## config.mk

```make
export PLATFORM = sky130hd
export DESIGN_NAME = tci_timer
export DESIGN_NICKNAME = d
export VERILOG_FILES = /design/src/tci_pkg.sv /design/src/tci_timer.sv
export SDC_FILE = /design/constraint.sdc
export NUM_CORES = 1
export LEC_CHECK = 0
export ABC_AREA = 1
export ABC_CLOCK_PERIOD_IN_PS = 8500
export BUFFER_PORTS_ARGS = -buffer_cell sky130_fd_sc_hd__buf_2
export CORE_ASPECT_RATIO = 0.7
export CORE_MARGIN = 2
export CORE_UTILIZATION = 45
export CTS_CLUSTER_DIAMETER = 150
export CTS_CLUSTER_SIZE = 24
export DETAILED_ROUTE_END_ITERATION = 8
export PLACE_DENSITY = 0.61
export SKIP_LAST_GASP = 1
export SYNTH_ARGS = -nofsm -noshare
export SYNTH_HDL_FRONTEND = slang
export SYNTH_SLANG_ARGS = --single-unit
```

## constraint.sdc

```tcl
create_clock -name clock_i -period 8.5 [get_ports clock_i]
set_clock_uncertainty 0.1 [all_clocks]
set_input_delay 1.7 -clock clock_i [delete_from_list [all_inputs] [get_ports clock_i]]
set_output_delay 1.7 -clock clock_i [all_outputs]
set_load 0.01 [all_outputs]
```

## src/tci_pkg.sv

```systemverilog
package tci_pkg;

    // Oscillator and counting rate
    localparam int OSC_HZ = 14_318_180;
    localparam int OSC_DIV = 12;
    localparam int COUNTER_PERIOD_NS = 838;
    localparam int CLK_HZ = 20_000_000;

    // I/O offsets of the register port
    localparam logic [7:0] ADDR_COUNT0 = 8'h40;
    localparam logic [7:0] ADDR_COUNT1 = 8'h41;
    localparam logic [7:0] ADDR_COUNT2 = 8'h42;
    localparam logic [7:0] ADDR_CONTROL = 8'h43;
    localparam logic [7:0] ADDR_SPEAKER = 8'h61;
    localparam logic [7:0] ADDR_ROUTE = 8'h50;
    localparam logic [7:0] ADDR_IRQ_STATUS = 8'h52;
    localparam logic [7:0] ADDR_IRQ_MASK = 8'h53;

    // Control word fields
    localparam int CW_SEL_LSB = 6;
    localparam int CW_ACCESS_LSB = 4;
    localparam int CW_MODE_LSB = 1;
    localparam logic [1:0] ACCESS_LATCH = 2'h0;
    localparam logic [1:0] ACCESS_LOW = 2'h1;
    localparam logic [1:0] ACCESS_HIGH = 2'h2;
    localparam logic [1:0] ACCESS_BOTH = 2'h3;
    localparam logic [1:0] SEL_READBACK = 2'h3;

    // Speaker port fields
    localparam int SPK_GATE_BIT = 0;
    localparam int SPK_ENABLE_BIT = 1;
    localparam int SPK_OUT_BIT = 5;

    // Routing register field
    localparam int ROUTE_SYSTEM_TIMER_INTERRUPT_EN_BIT = 7;

    // Reset values
    localparam logic [1:0] ACCESS_RESET = 2'h3;
    localparam logic [2:0] MODE_RESET = 3'h3;
    localparam logic [7:0] SPEAKER_RESET = 8'h00;
    localparam logic [7:0] ROUTE_RESET = 8'h00;
    localparam logic [2:0] IRQ_MASK_RESET = 3'h0;

    typedef struct packed {
        logic [15:0] count;
        logic [15:0] init;
        logic [15:0] latch;
        logic [7:0] low_byte;
        logic [1:0] access;
        logic [2:0] mode;
        logic out;
        logic pending;
        logic running;
        logic latched;
        logic wr_msb;
        logic rd_msb;
    } tci_cnt_t;

    typedef struct packed {
        tci_cnt_t [2:0] cnt;
        logic [3:0] div;
        logic [7:0] speaker;
        logic [7:0] route;
        logic [2:0] status;
        logic [2:0] mask;
        logic [7:0] rdata;
    } tci_state_t;

endpackage : tci_pkg

```

## src/tci_timer.sv

```systemverilog
// The address-and-strobe port and the placing of the registers are this design's own decisions.
`timescale 1ns/1ns
`default_nettype none

// What this block does
// - Three independent counters, all counting from the oscillator input.
// - Counter 0 output drives the system timer interrupt line.
// - Square wave of counter 0 has period of initial count, rounded down to even, times counter period.
// - A written count is loaded into the counter at the next tick.
// - Counter 0 starts high, decrements by two, drops output at zero, reloads.
// - At each zero counter 0 reloads and inverts its output.
// - Counter 1 drops refresh request one period at count one, then continues.
// - Counter 2 tone frequency is counting rate divided by initial count rounded down to even.
// - Tone reaches the speaker only after software enables it at port 061h.
// - With routing enable set, board pin carries the counter 0 interrupt.
module tci_timer #(
    parameter int DIV = tci_pkg::OSC_DIV
) (
    input wire logic clock_i,
    input wire logic rst_n_i,
    input wire logic oscillator_clock_input_i,
    input wire logic [7:0] addr_i,
    input wire logic [7:0] wdata_i,
    input wire logic wr_i,
    input wire logic rd_i,
    output logic [7:0] rdata_o,
    output logic system_timer_interrupt_o,
    output logic refresh_request_o,
    output logic speaker_o,
    output logic board_interrupt_pin_zero_o,
    output logic board_interrupt_pin_zero_oe_o,
    output logic irq_o
);

    if (DIV < 2 || DIV > 16) begin : g_div_check
        $error("tci_timer: DIV must lie between 2 and 16");
    end

    // The byte-wide port must hold every control word field
    if (tci_pkg::CW_SEL_LSB > 6 || tci_pkg::CW_ACCESS_LSB > 6 ||
        tci_pkg::CW_MODE_LSB > 5) begin : g_field_check
        $error("tci_timer: control word field out of range");
    end

    // Counter data ports and the control word must decode apart
    if (tci_pkg::ADDR_COUNT0 == tci_pkg::ADDR_COUNT1 ||
        tci_pkg::ADDR_COUNT1 == tci_pkg::ADDR_COUNT2 ||
        tci_pkg::ADDR_COUNT2 == tci_pkg::ADDR_CONTROL) begin : g_addr_check
        $error("tci_timer: counter addresses overlap");
    end

    localparam logic [3:0] DIV_LAST = 4'(DIV - 1);

    ////////////////////////////////////////////////////////////////////////
    // Mode decoding

    function automatic logic is_rate(input logic [2:0] mode);
        return mode[1:0] == 2'b10;
    endfunction : is_rate

    function automatic logic is_square(input logic [2:0] mode);
        return mode[1:0] == 2'b11;
    endfunction : is_square

    ////////////////////////////////////////////////////////////////////////
    // Counter helpers

    // Square counts run on even values only
    function automatic logic [15:0] square_load(input logic [15:0] init);
        return {init[15:1], 1'b0};
    endfunction : square_load

    // One counter period of a counter: load, count and output
    function automatic tci_pkg::tci_cnt_t next_cnt(input tci_pkg::tci_cnt_t c,
        input logic gated);
        tci_pkg::tci_cnt_t n;
        n = c;
        if (c.pending) begin
            n.pending = 1'b0;
            n.running = 1'b1;
            n.count = is_square(c.mode) ? square_load(c.init) : c.init;
            n.out = is_rate(c.mode) || is_square(c.mode);
        end else if (c.running && gated) begin
            if (is_square(c.mode)) begin
                if (c.count == 16'h0002) begin
                    n.count = square_load(c.init);
                    n.out = !c.out;
                end else begin
                    n.count = c.count - 16'h0002;
                end
            end else if (is_rate(c.mode)) begin
                if (c.count == 16'h0001) begin
                    n.count = c.init;
                    n.out = 1'b1;
                end else begin
                    n.count = c.count - 16'h0001;
                    if (c.count == 16'h0002) begin
                        n.out = 1'b0;
                    end
                end
            end else begin
                n.count = c.count - 16'h0001;
                if (c.count == 16'h0001 && !c.out) begin
                    n.out = 1'b1;
                end
            end
        end
        return n;
    endfunction : next_cnt

    // Status event raised by a counting step
    function automatic logic cnt_event(input tci_pkg::tci_cnt_t c, input logic gated);
        if (c.pending || !c.running || !gated) begin
            return 1'b0;
        end else if (is_square(c.mode) || is_rate(c.mode)) begin
            return c.count == 16'h0002;
        end else begin
            return c.count == 16'h0001 && !c.out;
        end
    endfunction : cnt_event

    // Control word: latch command, or new access and mode for one counter
    function automatic tci_pkg::tci_cnt_t apply_control(input tci_pkg::tci_cnt_t c,
        input logic [15:0] now, input logic [7:0] cw);
        tci_pkg::tci_cnt_t n;
        n = c;
        if (cw[tci_pkg::CW_ACCESS_LSB +: 2] == tci_pkg::ACCESS_LATCH) begin
            if (!c.latched) begin
                n.latch = now;
                n.latched = 1'b1;
            end
        end else begin
            n.access = cw[tci_pkg::CW_ACCESS_LSB +: 2];
            n.mode = cw[tci_pkg::CW_MODE_LSB +: 3];
            n.out = cw[tci_pkg::CW_MODE_LSB +: 3] != 3'h0;
            n.running = 1'b0;
            n.pending = 1'b0;
            n.latched = 1'b0;
            n.wr_msb = 1'b0;
            n.rd_msb = 1'b0;
        end
        return n;
    endfunction : apply_control

    // Count byte written by software; the counter takes it at the next tick
    function automatic tci_pkg::tci_cnt_t load_count(input tci_pkg::tci_cnt_t c,
        input logic [7:0] data);
        tci_pkg::tci_cnt_t n;
        n = c;
        if (c.access == tci_pkg::ACCESS_LOW) begin
            n.init = {8'h00, data};
            n.pending = 1'b1;
        end else if (c.access == tci_pkg::ACCESS_HIGH) begin
            n.init = {data, 8'h00};
            n.pending = 1'b1;
        end else if (!c.wr_msb) begin
            n.low_byte = data;
            n.wr_msb = 1'b1;
        end else begin
            n.init = {data, c.low_byte};
            n.wr_msb = 1'b0;
            n.pending = 1'b1;
        end
        if (c.mode == 3'h0) begin
            n.out = 1'b0;
        end
        return n;
    endfunction : load_count

    // Read value of the registers other than the counters
    function automatic logic [7:0] misc_read(input logic [7:0] addr,
        input tci_pkg::tci_state_t s);
        logic [7:0] v;
        v = 8'h00;
        if (addr == tci_pkg::ADDR_SPEAKER) begin
            v = s.speaker;
            v[tci_pkg::SPK_OUT_BIT] = s.cnt[2].out;
        end else if (addr == tci_pkg::ADDR_ROUTE) begin
            v = s.route;
        end else if (addr == tci_pkg::ADDR_IRQ_STATUS) begin
            v = {5'h00, s.status};
        end else if (addr == tci_pkg::ADDR_IRQ_MASK) begin
            v = {5'h00, s.mask};
        end
        return v;
    endfunction : misc_read

    function automatic logic [7:0] read_byte(input tci_pkg::tci_cnt_t c);
        logic [15:0] v;
        v = c.latched ? c.latch : c.count;
        if (c.access == tci_pkg::ACCESS_HIGH) begin
            return v[15:8];
        end else if (c.access == tci_pkg::ACCESS_BOTH && c.rd_msb) begin
            return v[15:8];
        end else begin
            return v[7:0];
        end
    endfunction : read_byte

    ////////////////////////////////////////////////////////////////////////
    // State

    tci_pkg::tci_state_t q;
    tci_pkg::tci_state_t d;

    logic tick;
    wire logic [2:0] event_set;
    wire tci_pkg::tci_cnt_t [2:0] stepped;
    logic [2:0] gate;
    logic [1:0] sel;
    logic [1:0] idx;
    logic data_wr;
    logic data_rd;

    assign tick = oscillator_clock_input_i && q.div == DIV_LAST;
    assign gate = {q.speaker[tci_pkg::SPK_GATE_BIT], 2'b11};
    assign sel = wdata_i[tci_pkg::CW_SEL_LSB +: 2];

    // Each counter steps once per counter period, counter 2 only while its gate bit is set
    for (genvar i = 0; i < 3; i++) begin : g_cnt
        assign stepped[i] = tick ? next_cnt(q.cnt[i], gate[i]) : q.cnt[i];
        assign event_set[i] = tick && cnt_event(q.cnt[i], gate[i]);
    end

    always_comb begin
        d = q;
        idx = 2'h0;
        data_wr = 1'b0;
        data_rd = 1'b0;

        // Oscillator prescaler
        if (oscillator_clock_input_i) begin
            d.div = (q.div == DIV_LAST) ? 4'h0 : q.div + 4'h1;
        end

        // Counting, one step per counter period
        d.cnt = stepped;

        // Register writes
        if (wr_i) begin
            if (addr_i == tci_pkg::ADDR_CONTROL) begin
                if (sel != tci_pkg::SEL_READBACK) begin
                    idx = sel;
                    d.cnt[idx] = apply_control(d.cnt[idx], q.cnt[idx].count, wdata_i);
                end
            end else if (addr_i == tci_pkg::ADDR_COUNT0) begin
                idx = 2'h0;
                data_wr = 1'b1;
            end else if (addr_i == tci_pkg::ADDR_COUNT1) begin
                idx = 2'h1;
                data_wr = 1'b1;
            end else if (addr_i == tci_pkg::ADDR_COUNT2) begin
                idx = 2'h2;
                data_wr = 1'b1;
            end else if (addr_i == tci_pkg::ADDR_SPEAKER) begin
                d.speaker = {6'h00, wdata_i[1:0]};
            end else if (addr_i == tci_pkg::ADDR_ROUTE) begin
                d.route = {wdata_i[tci_pkg::ROUTE_SYSTEM_TIMER_INTERRUPT_EN_BIT], 7'h00};
            end else if (addr_i == tci_pkg::ADDR_IRQ_MASK) begin
                d.mask = wdata_i[2:0];
            end
        end

        // Count loading: the new value takes effect at the next tick
        if (data_wr) begin
            d.cnt[idx] = load_count(d.cnt[idx], wdata_i);
        end

        // Register reads, answered one cycle later
        d.rdata = 8'h00;
        if (rd_i) begin
            if (addr_i == tci_pkg::ADDR_COUNT0) begin
                idx = 2'h0;
                data_rd = 1'b1;
            end else if (addr_i == tci_pkg::ADDR_COUNT1) begin
                idx = 2'h1;
                data_rd = 1'b1;
            end else if (addr_i == tci_pkg::ADDR_COUNT2) begin
                idx = 2'h2;
                data_rd = 1'b1;
            end else begin
                d.rdata = misc_read(addr_i, q);
            end
        end

        if (data_rd) begin
            d.rdata = read_byte(q.cnt[idx]);
            if (q.cnt[idx].access == tci_pkg::ACCESS_BOTH && !q.cnt[idx].rd_msb) begin
                d.cnt[idx].rd_msb = 1'b1;
            end else begin
                d.cnt[idx].rd_msb = 1'b0;
                d.cnt[idx].latched = 1'b0;
            end
        end

        // Sticky events: a set in the clearing cycle wins
        if (wr_i && addr_i == tci_pkg::ADDR_IRQ_STATUS) begin
            d.status = q.status & ~wdata_i[2:0];
        end
        d.status = d.status | event_set;
    end

    always_ff @(posedge clock_i or negedge rst_n_i) begin
        if (!rst_n_i) begin
            q <= '0;
            for (int i = 0; i < 3; i++) begin
                q.cnt[i].access <= tci_pkg::ACCESS_RESET;
                q.cnt[i].mode <= tci_pkg::MODE_RESET;
                q.cnt[i].out <= 1'b1;
            end
            q.speaker <= tci_pkg::SPEAKER_RESET;
            q.route <= tci_pkg::ROUTE_RESET;
            q.mask <= tci_pkg::IRQ_MASK_RESET;
        end else begin
            q <= d;
        end
    end

    ////////////////////////////////////////////////////////////////////////
    // Outputs

    assign rdata_o = q.rdata;
    assign system_timer_interrupt_o = q.cnt[0].out;
    assign refresh_request_o = q.cnt[1].out;
    assign speaker_o = q.cnt[2].out && q.speaker[tci_pkg::SPK_ENABLE_BIT];
    assign board_interrupt_pin_zero_oe_o = q.route[tci_pkg::ROUTE_SYSTEM_TIMER_INTERRUPT_EN_BIT];
    assign board_interrupt_pin_zero_o = q.route[tci_pkg::ROUTE_SYSTEM_TIMER_INTERRUPT_EN_BIT] &&
        q.cnt[0].out;
    assign irq_o = |(q.status & q.mask);

endmodule : tci_timer

`default_nettype wire

```

==> results of run 1 <==
==> final timing paths <==
path	cells after the start	end	slack [ns]
max	16	rdata_o[7]$_DFF_PN0_	2.69
min	2	q[180]$_DFF_PN0_	0.39
min reg2reg	2	q[180]$_DFF_PN0_	0.39
max reg2reg	16	refresh_request_o$_DFF_PN1_	4.55
max in group asynchronous	2	q[86]$_DFF_PN0_	6.00
min in group asynchronous	1	q[126]$_DFF_PN0_	1.08
==> sequential cells by signal (all words and copies together), names as in the netlist <==
name and flops:
system_timer_interrupt_o 1, q 210, gate 1, board_interrupt_pin_zero_oe_o 1, refresh_request_o 1, rdata_o 8
==> cell usage after synthesis, types with 4 or more instances <==
library cell and instances:
nor2_2 6, o221ai_1 22, buf_1 7, nand2_1 652, o2111ai_1 4, nor2_1 137, a221oi_1 8, buf_6 6
nand4_1 35, o21ai_0 184, a22o_1 6, nand3_2 4, clkbuf_1 105, nand3_1 156, o31ai_1 6, o211ai_1 41
buf_2 16, xnor2_1 6, ha_1 19, nor3_1 12, nor2_4 5, dfrtp_1 207, o21ai_1 34, inv_1 197
a21oi_1 173, o22ai_1 88, buf_4 16, nand2_4 5, inv_2 19, nand2_2 18, a31oi_1 10, xor2_1 52
a22oi_1 9, dfstp_2 15
==> where the power goes <==
| group | leakage [nW] | internal (W) | switching (W) | total, W |
|---|---|---|---|---|
| clock | 0.183 | 0.000300 | 0.000421 | 0.000720 |
| combinational | 4.52 | 0.000510 | 0.000916 | 0.00143 |
| sequential | 2.83 | 0.00122 | 0.000392 | 0.00161 |
| total | 7.53 | 0.00202 | 0.00173 | 0.00375 |
==> tightest hold or removal path, stage by stage (launching register included) <==
cell and delay, ns:
dfrtp_1 0.36, nand2_1 0.05, nand2_1 0.05
==> logic make-up after synthesis <==
logic type / synth area share [%]
compound gates: 22.0
fa+ha+maj: 1.50
mux: 0.261
buf+inv: 9.59
flops: 35.3
xor+xnor: 3.21
simple gates: 28.2
==> layout make-up <==
cell class | instances | area share [%]
clock buffers | 20 | 2.14
inverters | 220 | 5.04
well taps | 472 | 3.59
clock inverters | 2 | 0.175
repair buffers | 55 | 2.13
flip-flops and latches | 222 | 33.9
multi-input cells | 1721 | 53.0
==> metal layers <==
| layer | global-route usage, % | wire, um | vias to the layer above |
|---|---|---|---|
| met4 | 9.74 | 1910 | 0 |
| li1 | - | - | 7606 |
| met1 | 54.5 | 30100 | 8041 |
| met5 | 0 | 0 | - |
| met2 | 48.0 | 25700 | 988 |
| met3 | 8.90 | 7610 | 87 |
==> per-stage QoR <==
stage,utilization [%],std cells,setup WS (ns)
final,47.4,2712,2.69
after global routing,47.4,2712,2.58
after CTS,47.4,2712,2.83
after detailed placement,46.4,2690,2.29
after global placement,46.4,2690,2.48
after floorplan,-,2313,4.95
==> metrics.txt, run 1 <==
# TYPE chip_impl_metric gauge
chip_impl_metric{name="grt_remaining_overflow",unit=""} 0
chip_impl_metric{name="first_pass_iters",unit=""} 5
chip_impl_metric{name="grt_pass1_wl",unit="um"} 99000
chip_impl_metric{name="drt_first_iter_violations",unit=""} 2332
chip_impl_info{name="mostFrequentLayoutCell",value="nand2_1"} 1
chip_impl_metric{name="fmax",unit="MHz"} 172
chip_impl_metric{name="clock-sinks",unit=""} 222
chip_impl_metric{name="hold_viol_final",unit=""} 0
chip_impl_metric{name="vias_per_cell",unit=""} 6.17
chip_impl_metric{name="synth_edf_count",unit=""} 0
chip_impl_metric{name="count_of_final_max_slew_check_failures",unit=""} 0
chip_impl_metric{name="pin_count_of_the_biggest_net_entering_global_routing",unit=""} 117
chip_impl_metric{name="hpwl",unit="um"} 47400
chip_impl_metric{name="maxCapViolCount",unit=""} 0
chip_impl_metric{name="fraction_of_layout_cells_with_a_size_suffix_above_1",unit="%"} 6.96
chip_impl_metric{name="antenna_found_initial",unit=""} 1
chip_impl_metric{name="postCtsSetupBuffers",unit=""} 0
chip_impl_metric{name="postSynthRegisterBits",unit=""} 222
chip_impl_metric{name="whs",unit="ns"} 0.391
chip_impl_info{name="cp_slowest_cell",value="a21oi_4"} 1
chip_impl_metric{name="maximum_count_of_clock_buffers_along_a_single_path",unit=""} 3
chip_impl_info{name="setup_repair_after_global_routing_missed_its_margin",value="false"} 1
chip_impl_metric{name="synth_cell_types",unit=""} 53
chip_impl_info{name="run_status",value="finished, final reports clean"} 1
chip_impl_metric{name="post_cts_resize_count",unit=""} 0
chip_impl_metric{name="die_height",unit="um"} 161
chip_impl_info{name="clk_root_buffer_cell",value="clkbuf_16"} 1
chip_impl_metric{name="total_neg_setup_slack",unit="ns"} 0
chip_impl_metric{name="antenna_left",unit=""} 0
chip_impl_metric{name="pin_count",unit=""} 35
chip_impl_metric{name="post_synthesis_instance_area",unit="sq um"} 15800
chip_impl_info{name="tritoncts",value="yes"} 1
chip_impl_metric{name="cp_num_buf_inv",unit=""} 4
chip_impl_metric{name="power_leakage",unit="nW"} 7.53
chip_impl_metric{name="clock_latency",unit="ns"} 0.53
chip_impl_metric{name="tritoncts_buffers",unit=""} 13
chip_impl_metric{name="port-buffer-count",unit=""} 34
chip_impl_metric{name="final_setup_violating_endpoints",unit=""} 0
chip_impl_metric{name="multi_input_area",unit="sq um"} 8720
chip_impl_metric{name="register_area",unit="sq um"} 5570
chip_impl_metric{name="synthCells",unit=""} 2313
chip_impl_metric{name="clk_transition_reported_paths",unit="ns"} 0.10
chip_impl_metric{name="floorplan.core_area",unit="sq um"} 34700
chip_impl_info{name="timing.critical_path.from",value="wdata_i[7]"} 1
chip_impl_metric{name="worst_slew_pin_slew",unit="ns"} 1.31
chip_impl_metric{name="number_of_placement_rows",unit=""} 57
chip_impl_metric{name="fillerInstances",unit=""} 3594
chip_impl_info{name="timing.critical_path.max_delay_family",value="simple AND/OR/NAND/NOR gates"} 1
chip_impl_metric{name="cp_data_arrival_time",unit="ns"} 6.12
chip_impl_metric{name="synth_nets",unit=""} 2353
chip_impl_metric{name="nNetsFinal",unit=""} 2273
chip_impl_info{name="most-common-layout-cells",value="nand2_1 (652), dfrtp_1 (207), inv_1 (197), o21ai_0 (184), a21oi_1 (173)"} 1
chip_impl_metric{name="synth.yosys.warnings",unit=""} 0
chip_impl_metric{name="timing.critical_path.slowest_cell_delay",unit="ns"} 0.82
chip_impl_info{name="timing.rr.start",value="q[30]$_DFFE_PN0P_"} 1
chip_impl_metric{name="die_area",unit="sq um"} 36700
chip_impl_metric{name="cts.hold.buffers_added",unit=""} 0
chip_impl_metric{name="area_added_between_synthesis_and_finish",unit="%"} 4.00
chip_impl_metric{name="floorplan.initialDensity",unit="%"} 45.6
chip_impl_metric{name="dpl-instance-area",unit="sq um"} 16100
chip_impl_info{name="setup.worst_path.end_class",value="flip-flop"} 1
chip_impl_metric{name="cp.required",unit="ns"} 8.81
chip_impl_metric{name="antenna_cells",unit=""} 0
chip_impl_info{name="crit_chain",value="buf_2 -> inv_2 -> nand2_4 -> inv_4 -> nand3_4 -> nand2_4 -> a21oi_4 -> nand2_4 -> inv_2 -> nand2_1 -> nand3_1 -> nand2_2 -> nand2_2 -> nand3_1 -> nand3_1 -> nand2_1"} 1
chip_impl_metric{name="synth_largest_type_area_fraction",unit="%"} 32.8
chip_impl_info{name="yosysTopAreaCell",value="dfrtp_1"} 1
chip_impl_info{name="worstSetupPathType",value="in2reg"} 1
chip_impl_metric{name="cts_htree_levels",unit=""} 1
chip_impl_metric{name="avgSynthCellArea",unit="sq um"} 6.84
chip_impl_metric{name="finalWeightedCongestion",unit=""} 1.02
chip_impl_metric{name="post-route-drc-count",unit=""} 0
chip_impl_metric{name="die_width",unit="um"} 228
chip_impl_info{name="flip_flop_cell_with_the_highest_count_after_synthesis",value="dfrtp_1"} 1
chip_impl_info{name="synthTopCellsByArea",value="dfrtp_1 (33%), nand2_1 (15%), o21ai_0 (5.8%), a21oi_1 (5.5%), nand3_1 (4.9%)"} 1
chip_impl_metric{name="synth.yosys.seq_area_share",unit="%"} 35.3
chip_impl_metric{name="first_global_vias",unit=""} 15200
chip_impl_info{name="timing.hold.worst.class",value="reg2reg"} 1
chip_impl_metric{name="synthArstFlopShare",unit="%"} 100
chip_impl_metric{name="postLayoutCellArea",unit="sq um"} 16400
chip_impl_metric{name="vdd_ir_drop_max",unit="V"} 0.000170
chip_impl_metric{name="finalWirelength",unit="um"} 65400
chip_impl_metric{name="vias",unit=""} 16700
chip_impl_info{name="crit_path_start_kind",value="input pin"} 1
chip_impl_metric{name="worst_slew_margin_rel",unit="%"} 12.2
chip_impl_metric{name="grtUsageTotal",unit="%"} 35.3
chip_impl_info{name="worstHoldStart",value="q[180]$_DFF_PN0_"} 1
chip_impl_metric{name="crit_path_max_fanout",unit=""} 33
chip_impl_metric{name="period_share",unit="%"} 68.4
chip_impl_metric{name="finalPower",unit="W"} 0.00375
chip_impl_metric{name="post_drt_wl_per_cell",unit="um"} 24.1
chip_impl_metric{name="powerDensity",unit="nW/um^2"} 228
chip_impl_metric{name="fin_crit",unit="ns"} 5.81
Power figures use the tool's default switching activity.
==> run 2, diff against run 1 <==
--- a/config.mk
+++ b/config.mk
@@ -6,7 +6,7 @@
 export NUM_CORES = 1
 export LEC_CHECK = 0
 export ABC_AREA = 1
-export ABC_CLOCK_PERIOD_IN_PS = 8500
+export ABC_CLOCK_PERIOD_IN_PS = 4750
 export BUFFER_PORTS_ARGS = -buffer_cell sky130_fd_sc_hd__buf_2
 export CORE_ASPECT_RATIO = 0.7
 export CORE_MARGIN = 2
@@ -14,7 +14,7 @@
 export CTS_CLUSTER_DIAMETER = 150
 export CTS_CLUSTER_SIZE = 24
 export DETAILED_ROUTE_END_ITERATION = 8
-export PLACE_DENSITY = 0.61
+export PLACE_DENSITY = 0.63
 export SKIP_LAST_GASP = 1
 export SYNTH_ARGS = -nofsm -noshare
 export SYNTH_HDL_FRONTEND = slang
==> constraint.sdc (replaced) <==
create_clock -name clock_i -period 4.75 [get_ports clock_i]
set_clock_uncertainty 0.1 [all_clocks]
set_input_delay 0.95 -clock clock_i [delete_from_list [all_inputs] [get_ports clock_i]]
set_output_delay 0.95 -clock clock_i [all_outputs]
set_load 0.01 [all_outputs]
==> run 2 against run 1 <==
  * Critical path depth rose by 2
  * Combinational power rose by 80%
  * Die area did not move
==> metrics.txt, run 2 (synthesis results as in run 1) <==
# TYPE chip_impl_metric gauge
chip_impl_metric{name="switching_power",unit="W"} 0.00306
chip_impl_metric{name="grt_remaining_overflow",unit=""} 0
chip_impl_metric{name="first_pass_iters",unit=""} 6
chip_impl_metric{name="area_added_between_synthesis_and_finish",unit="%"} 4.91
chip_impl_metric{name="clock_latency",unit="ns"} 0.53
chip_impl_info{name="worstSetupPathType",value="reg2reg"} 1
chip_impl_metric{name="internal-power",unit="W"} 0.00363
chip_impl_info{name="crit_path_start_kind",value="flip-flop"} 1
chip_impl_metric{name="fillerInstances",unit=""} 3662
chip_impl_metric{name="powerDensity",unit="nW/um^2"} 403
chip_impl_metric{name="finalWirelength",unit="um"} 65100
chip_impl_metric{name="first_global_vias",unit=""} 15200
chip_impl_metric{name="power.share.clock",unit="%"} 19.0
chip_impl_metric{name="post-route-drc-count",unit=""} 0
chip_impl_metric{name="vdd_ir_drop_max",unit="V"} 0.000238
chip_impl_metric{name="pin_count_of_the_biggest_net_entering_global_routing",unit=""} 73
chip_impl_metric{name="postCtsSetupBuffers",unit=""} 0
chip_impl_metric{name="hpwl",unit="um"} 48000
chip_impl_info{name="setup.worst_path.end_class",value="flip-flop"} 1
chip_impl_info{name="max_flop_register",value="q"} 1
chip_impl_metric{name="netSwitchingFraction",unit="%"} 45.8
chip_impl_metric{name="seqPwrFrac",unit="%"} 42.6
chip_impl_metric{name="count_of_final_max_slew_check_failures",unit=""} 0
chip_impl_metric{name="finalWeightedCongestion",unit=""} 1.03
chip_impl_metric{name="crit_path_max_fanout",unit=""} 12
chip_impl_metric{name="number_of_placement_rows",unit=""} 57
chip_impl_metric{name="largest_reg_flops",unit=""} 210
chip_impl_metric{name="port-buffer-count",unit=""} 34
chip_impl_info{name="setup_repair_after_global_routing_missed_its_margin",value="false"} 1
chip_impl_metric{name="clock-sinks",unit=""} 222
chip_impl_metric{name="fraction_of_layout_cells_with_a_size_suffix_above_1",unit="%"} 7.76
chip_impl_metric{name="worst_slew_pin_slew",unit="ns"} 0.995
chip_impl_metric{name="share_comb_of_total_power",unit="%"} 38.4
chip_impl_metric{name="maxCapViolCount",unit=""} 0
chip_impl_metric{name="power_leakage",unit="nW"} 7.62
chip_impl_metric{name="cp_data_arrival_time",unit="ns"} 4.27
chip_impl_metric{name="cp.required",unit="ns"} 5.09
chip_impl_metric{name="tritoncts_buffers",unit=""} 13
chip_impl_metric{name="cts.hold.buffers_added",unit=""} 0
chip_impl_metric{name="floorplan.initialDensity",unit="%"} 45.6
chip_impl_metric{name="grtUsageTotal",unit="%"} 35.0
chip_impl_info{name="clk_root_buffer_cell",value="clkbuf_16"} 1
chip_impl_metric{name="fin_crit",unit="ns"} 3.93
chip_impl_info{name="run_status",value="finished, final reports clean"} 1
chip_impl_info{name="most-common-layout-cells",value="nand2_1 (652), dfrtp_1 (207), inv_1 (197), o21ai_0 (184), a21oi_1 (173)"} 1
chip_impl_metric{name="floorplan.core_area",unit="sq um"} 34700
chip_impl_metric{name="antenna_left",unit=""} 0
chip_impl_metric{name="vias_per_cell",unit=""} 6.21
chip_impl_metric{name="drt_first_iter_violations",unit=""} 2790
chip_impl_metric{name="maximum_count_of_clock_buffers_along_a_single_path",unit=""} 3
chip_impl_metric{name="final_setup_violating_endpoints",unit=""} 0
chip_impl_metric{name="antenna_cells",unit=""} 0
chip_impl_metric{name="total_neg_setup_slack",unit="ns"} 0
chip_impl_metric{name="fmax",unit="MHz"} 254
chip_impl_metric{name="die_area",unit="sq um"} 36700
chip_impl_metric{name="post_cts_resize_count",unit=""} 0
chip_impl_info{name="mostFrequentLayoutCell",value="nand2_1"} 1
chip_impl_info{name="timing.hold.worst.class",value="in2async"} 1
chip_impl_metric{name="worst_slew_margin_rel",unit="%"} 33.6
chip_impl_metric{name="clk_transition_reported_paths",unit="ns"} 0.11
chip_impl_metric{name="cts_htree_levels",unit=""} 1
chip_impl_metric{name="pin_count",unit=""} 35
chip_impl_metric{name="nNetsFinal",unit=""} 2292
chip_impl_metric{name="grt_pass1_wl",unit="um"} 98200
chip_impl_metric{name="die_height",unit="um"} 161
chip_impl_metric{name="antenna_found_initial",unit=""} 4
chip_impl_metric{name="die_width",unit="um"} 228
chip_impl_metric{name="hold_viol_final",unit=""} 0
chip_impl_metric{name="period_share",unit="%"} 82.8
chip_impl_metric{name="post_drt_wl_per_cell",unit="um"} 23.9
chip_impl_metric{name="whs",unit="ns"} 0.282
chip_impl_metric{name="vias",unit=""} 17000
chip_impl_info{name="tritoncts",value="yes"} 1
## run 2: cell count changes in the layout (fill, tap and decap cells not counted), sizes merged
cell,previous run,this run
buf,55,74
clkbuf,20,17
## run 2: worst max-delay path, cell delays in order (launching register included)
cell and delay, ns:
dfrtp_1 0.55, nor2_1 0.32, nand2_1 0.11, nor2_1 0.26, nand4_1 0.55, ha_1 0.50, nand2_1 0.07, nand2_1 0.05
inv_1 0.05, nand2_1 0.04, nand2_1 0.05, nand2_1 0.17, nand2_1 0.11, nand4_1 0.17, nand3_1 0.14, nand3_1 0.08
nand3_1 0.16, nand3_1 0.09, nand2_1 0.28
## run 2: per-layer routing
| metal | part of all wire (%) | routed length [um] | vias to the layer above | GRT usage, % |
|---|---|---|---|---|
| met5 | 0.034 | 22 | - | 0 |
| met4 | 2.6 | 1720 | 4 | 8.76 |
| met3 | 12 | 8000 | 121 | 7.76 |
| met2 | 39 | 25700 | 1079 | 47.8 |
| met1 | 46 | 29700 | 8115 | 54.8 |
| li1 | - | - | 7633 | - |
## run 2: per-stage QoR
stage          util, %  power (W)  cells  cell area [sq um]  setup WS [ns]
2_1_floorplan        -    0.00443   2313              15800           1.95
3_3_place_gp      46.8    0.00531   2709              16200          0.794
3_5_place_dp      46.8    0.00534   2709              16200          0.631
4_1_cts           47.9    0.00661   2728              16600          0.946
5_1_grt           47.9    0.00707   2728              16600          0.467
6_report          47.9    0.00669   2728              16600          0.817
## run 2: path summary, 6_finish.rpt
| path | start | endpoint | slack (ns) | cells after the start |
|---|---|---|---|---|
| min in group clock_i | q[115]$_DFF_PN0_ | q[115]$_DFF_PN0_ | 0.39 | 2 |
| min reg2reg | q[115]$_DFF_PN0_ | q[115]$_DFF_PN0_ | 0.39 | 2 |
| min | rst_n_i | q[196]$_DFF_PN0_ | 0.28 | 1 |
| max reg2reg | q[161]$_DFF_PN0_ | refresh_request_o$_DFF_PN1_ | 0.82 | 18 |
| max in group asynchronous | rst_n_i | q[136]$_DFF_PN0_ | 3.15 | 2 |
| max | q[161]$_DFF_PN0_ | refresh_request_o$_DFF_PN1_ | 0.82 | 18 |
## run 2: layout make-up
class,instances,area [sq um],share of cell area [%]
multi-input cells,1721,8720,52.6
flip-flops and latches,222,5570,33.6
inverters,220,828,4.99
well taps,472,591,3.56
repair buffers,74,505,3.05
clock buffers,17,340,2.05
clock inverters,2,28.8,0.173
## run 2: power by group through the flow
stage               logic (W)  registers [W]  clock network (W)
finish                0.00257        0.00285            0.00127
floorplan             0.00202        0.00241                  0
global route          0.00284        0.00287            0.00135
global placement      0.00247        0.00284                  0
detailed placement    0.00249        0.00285                  0
CTS                   0.00250        0.00281            0.00130
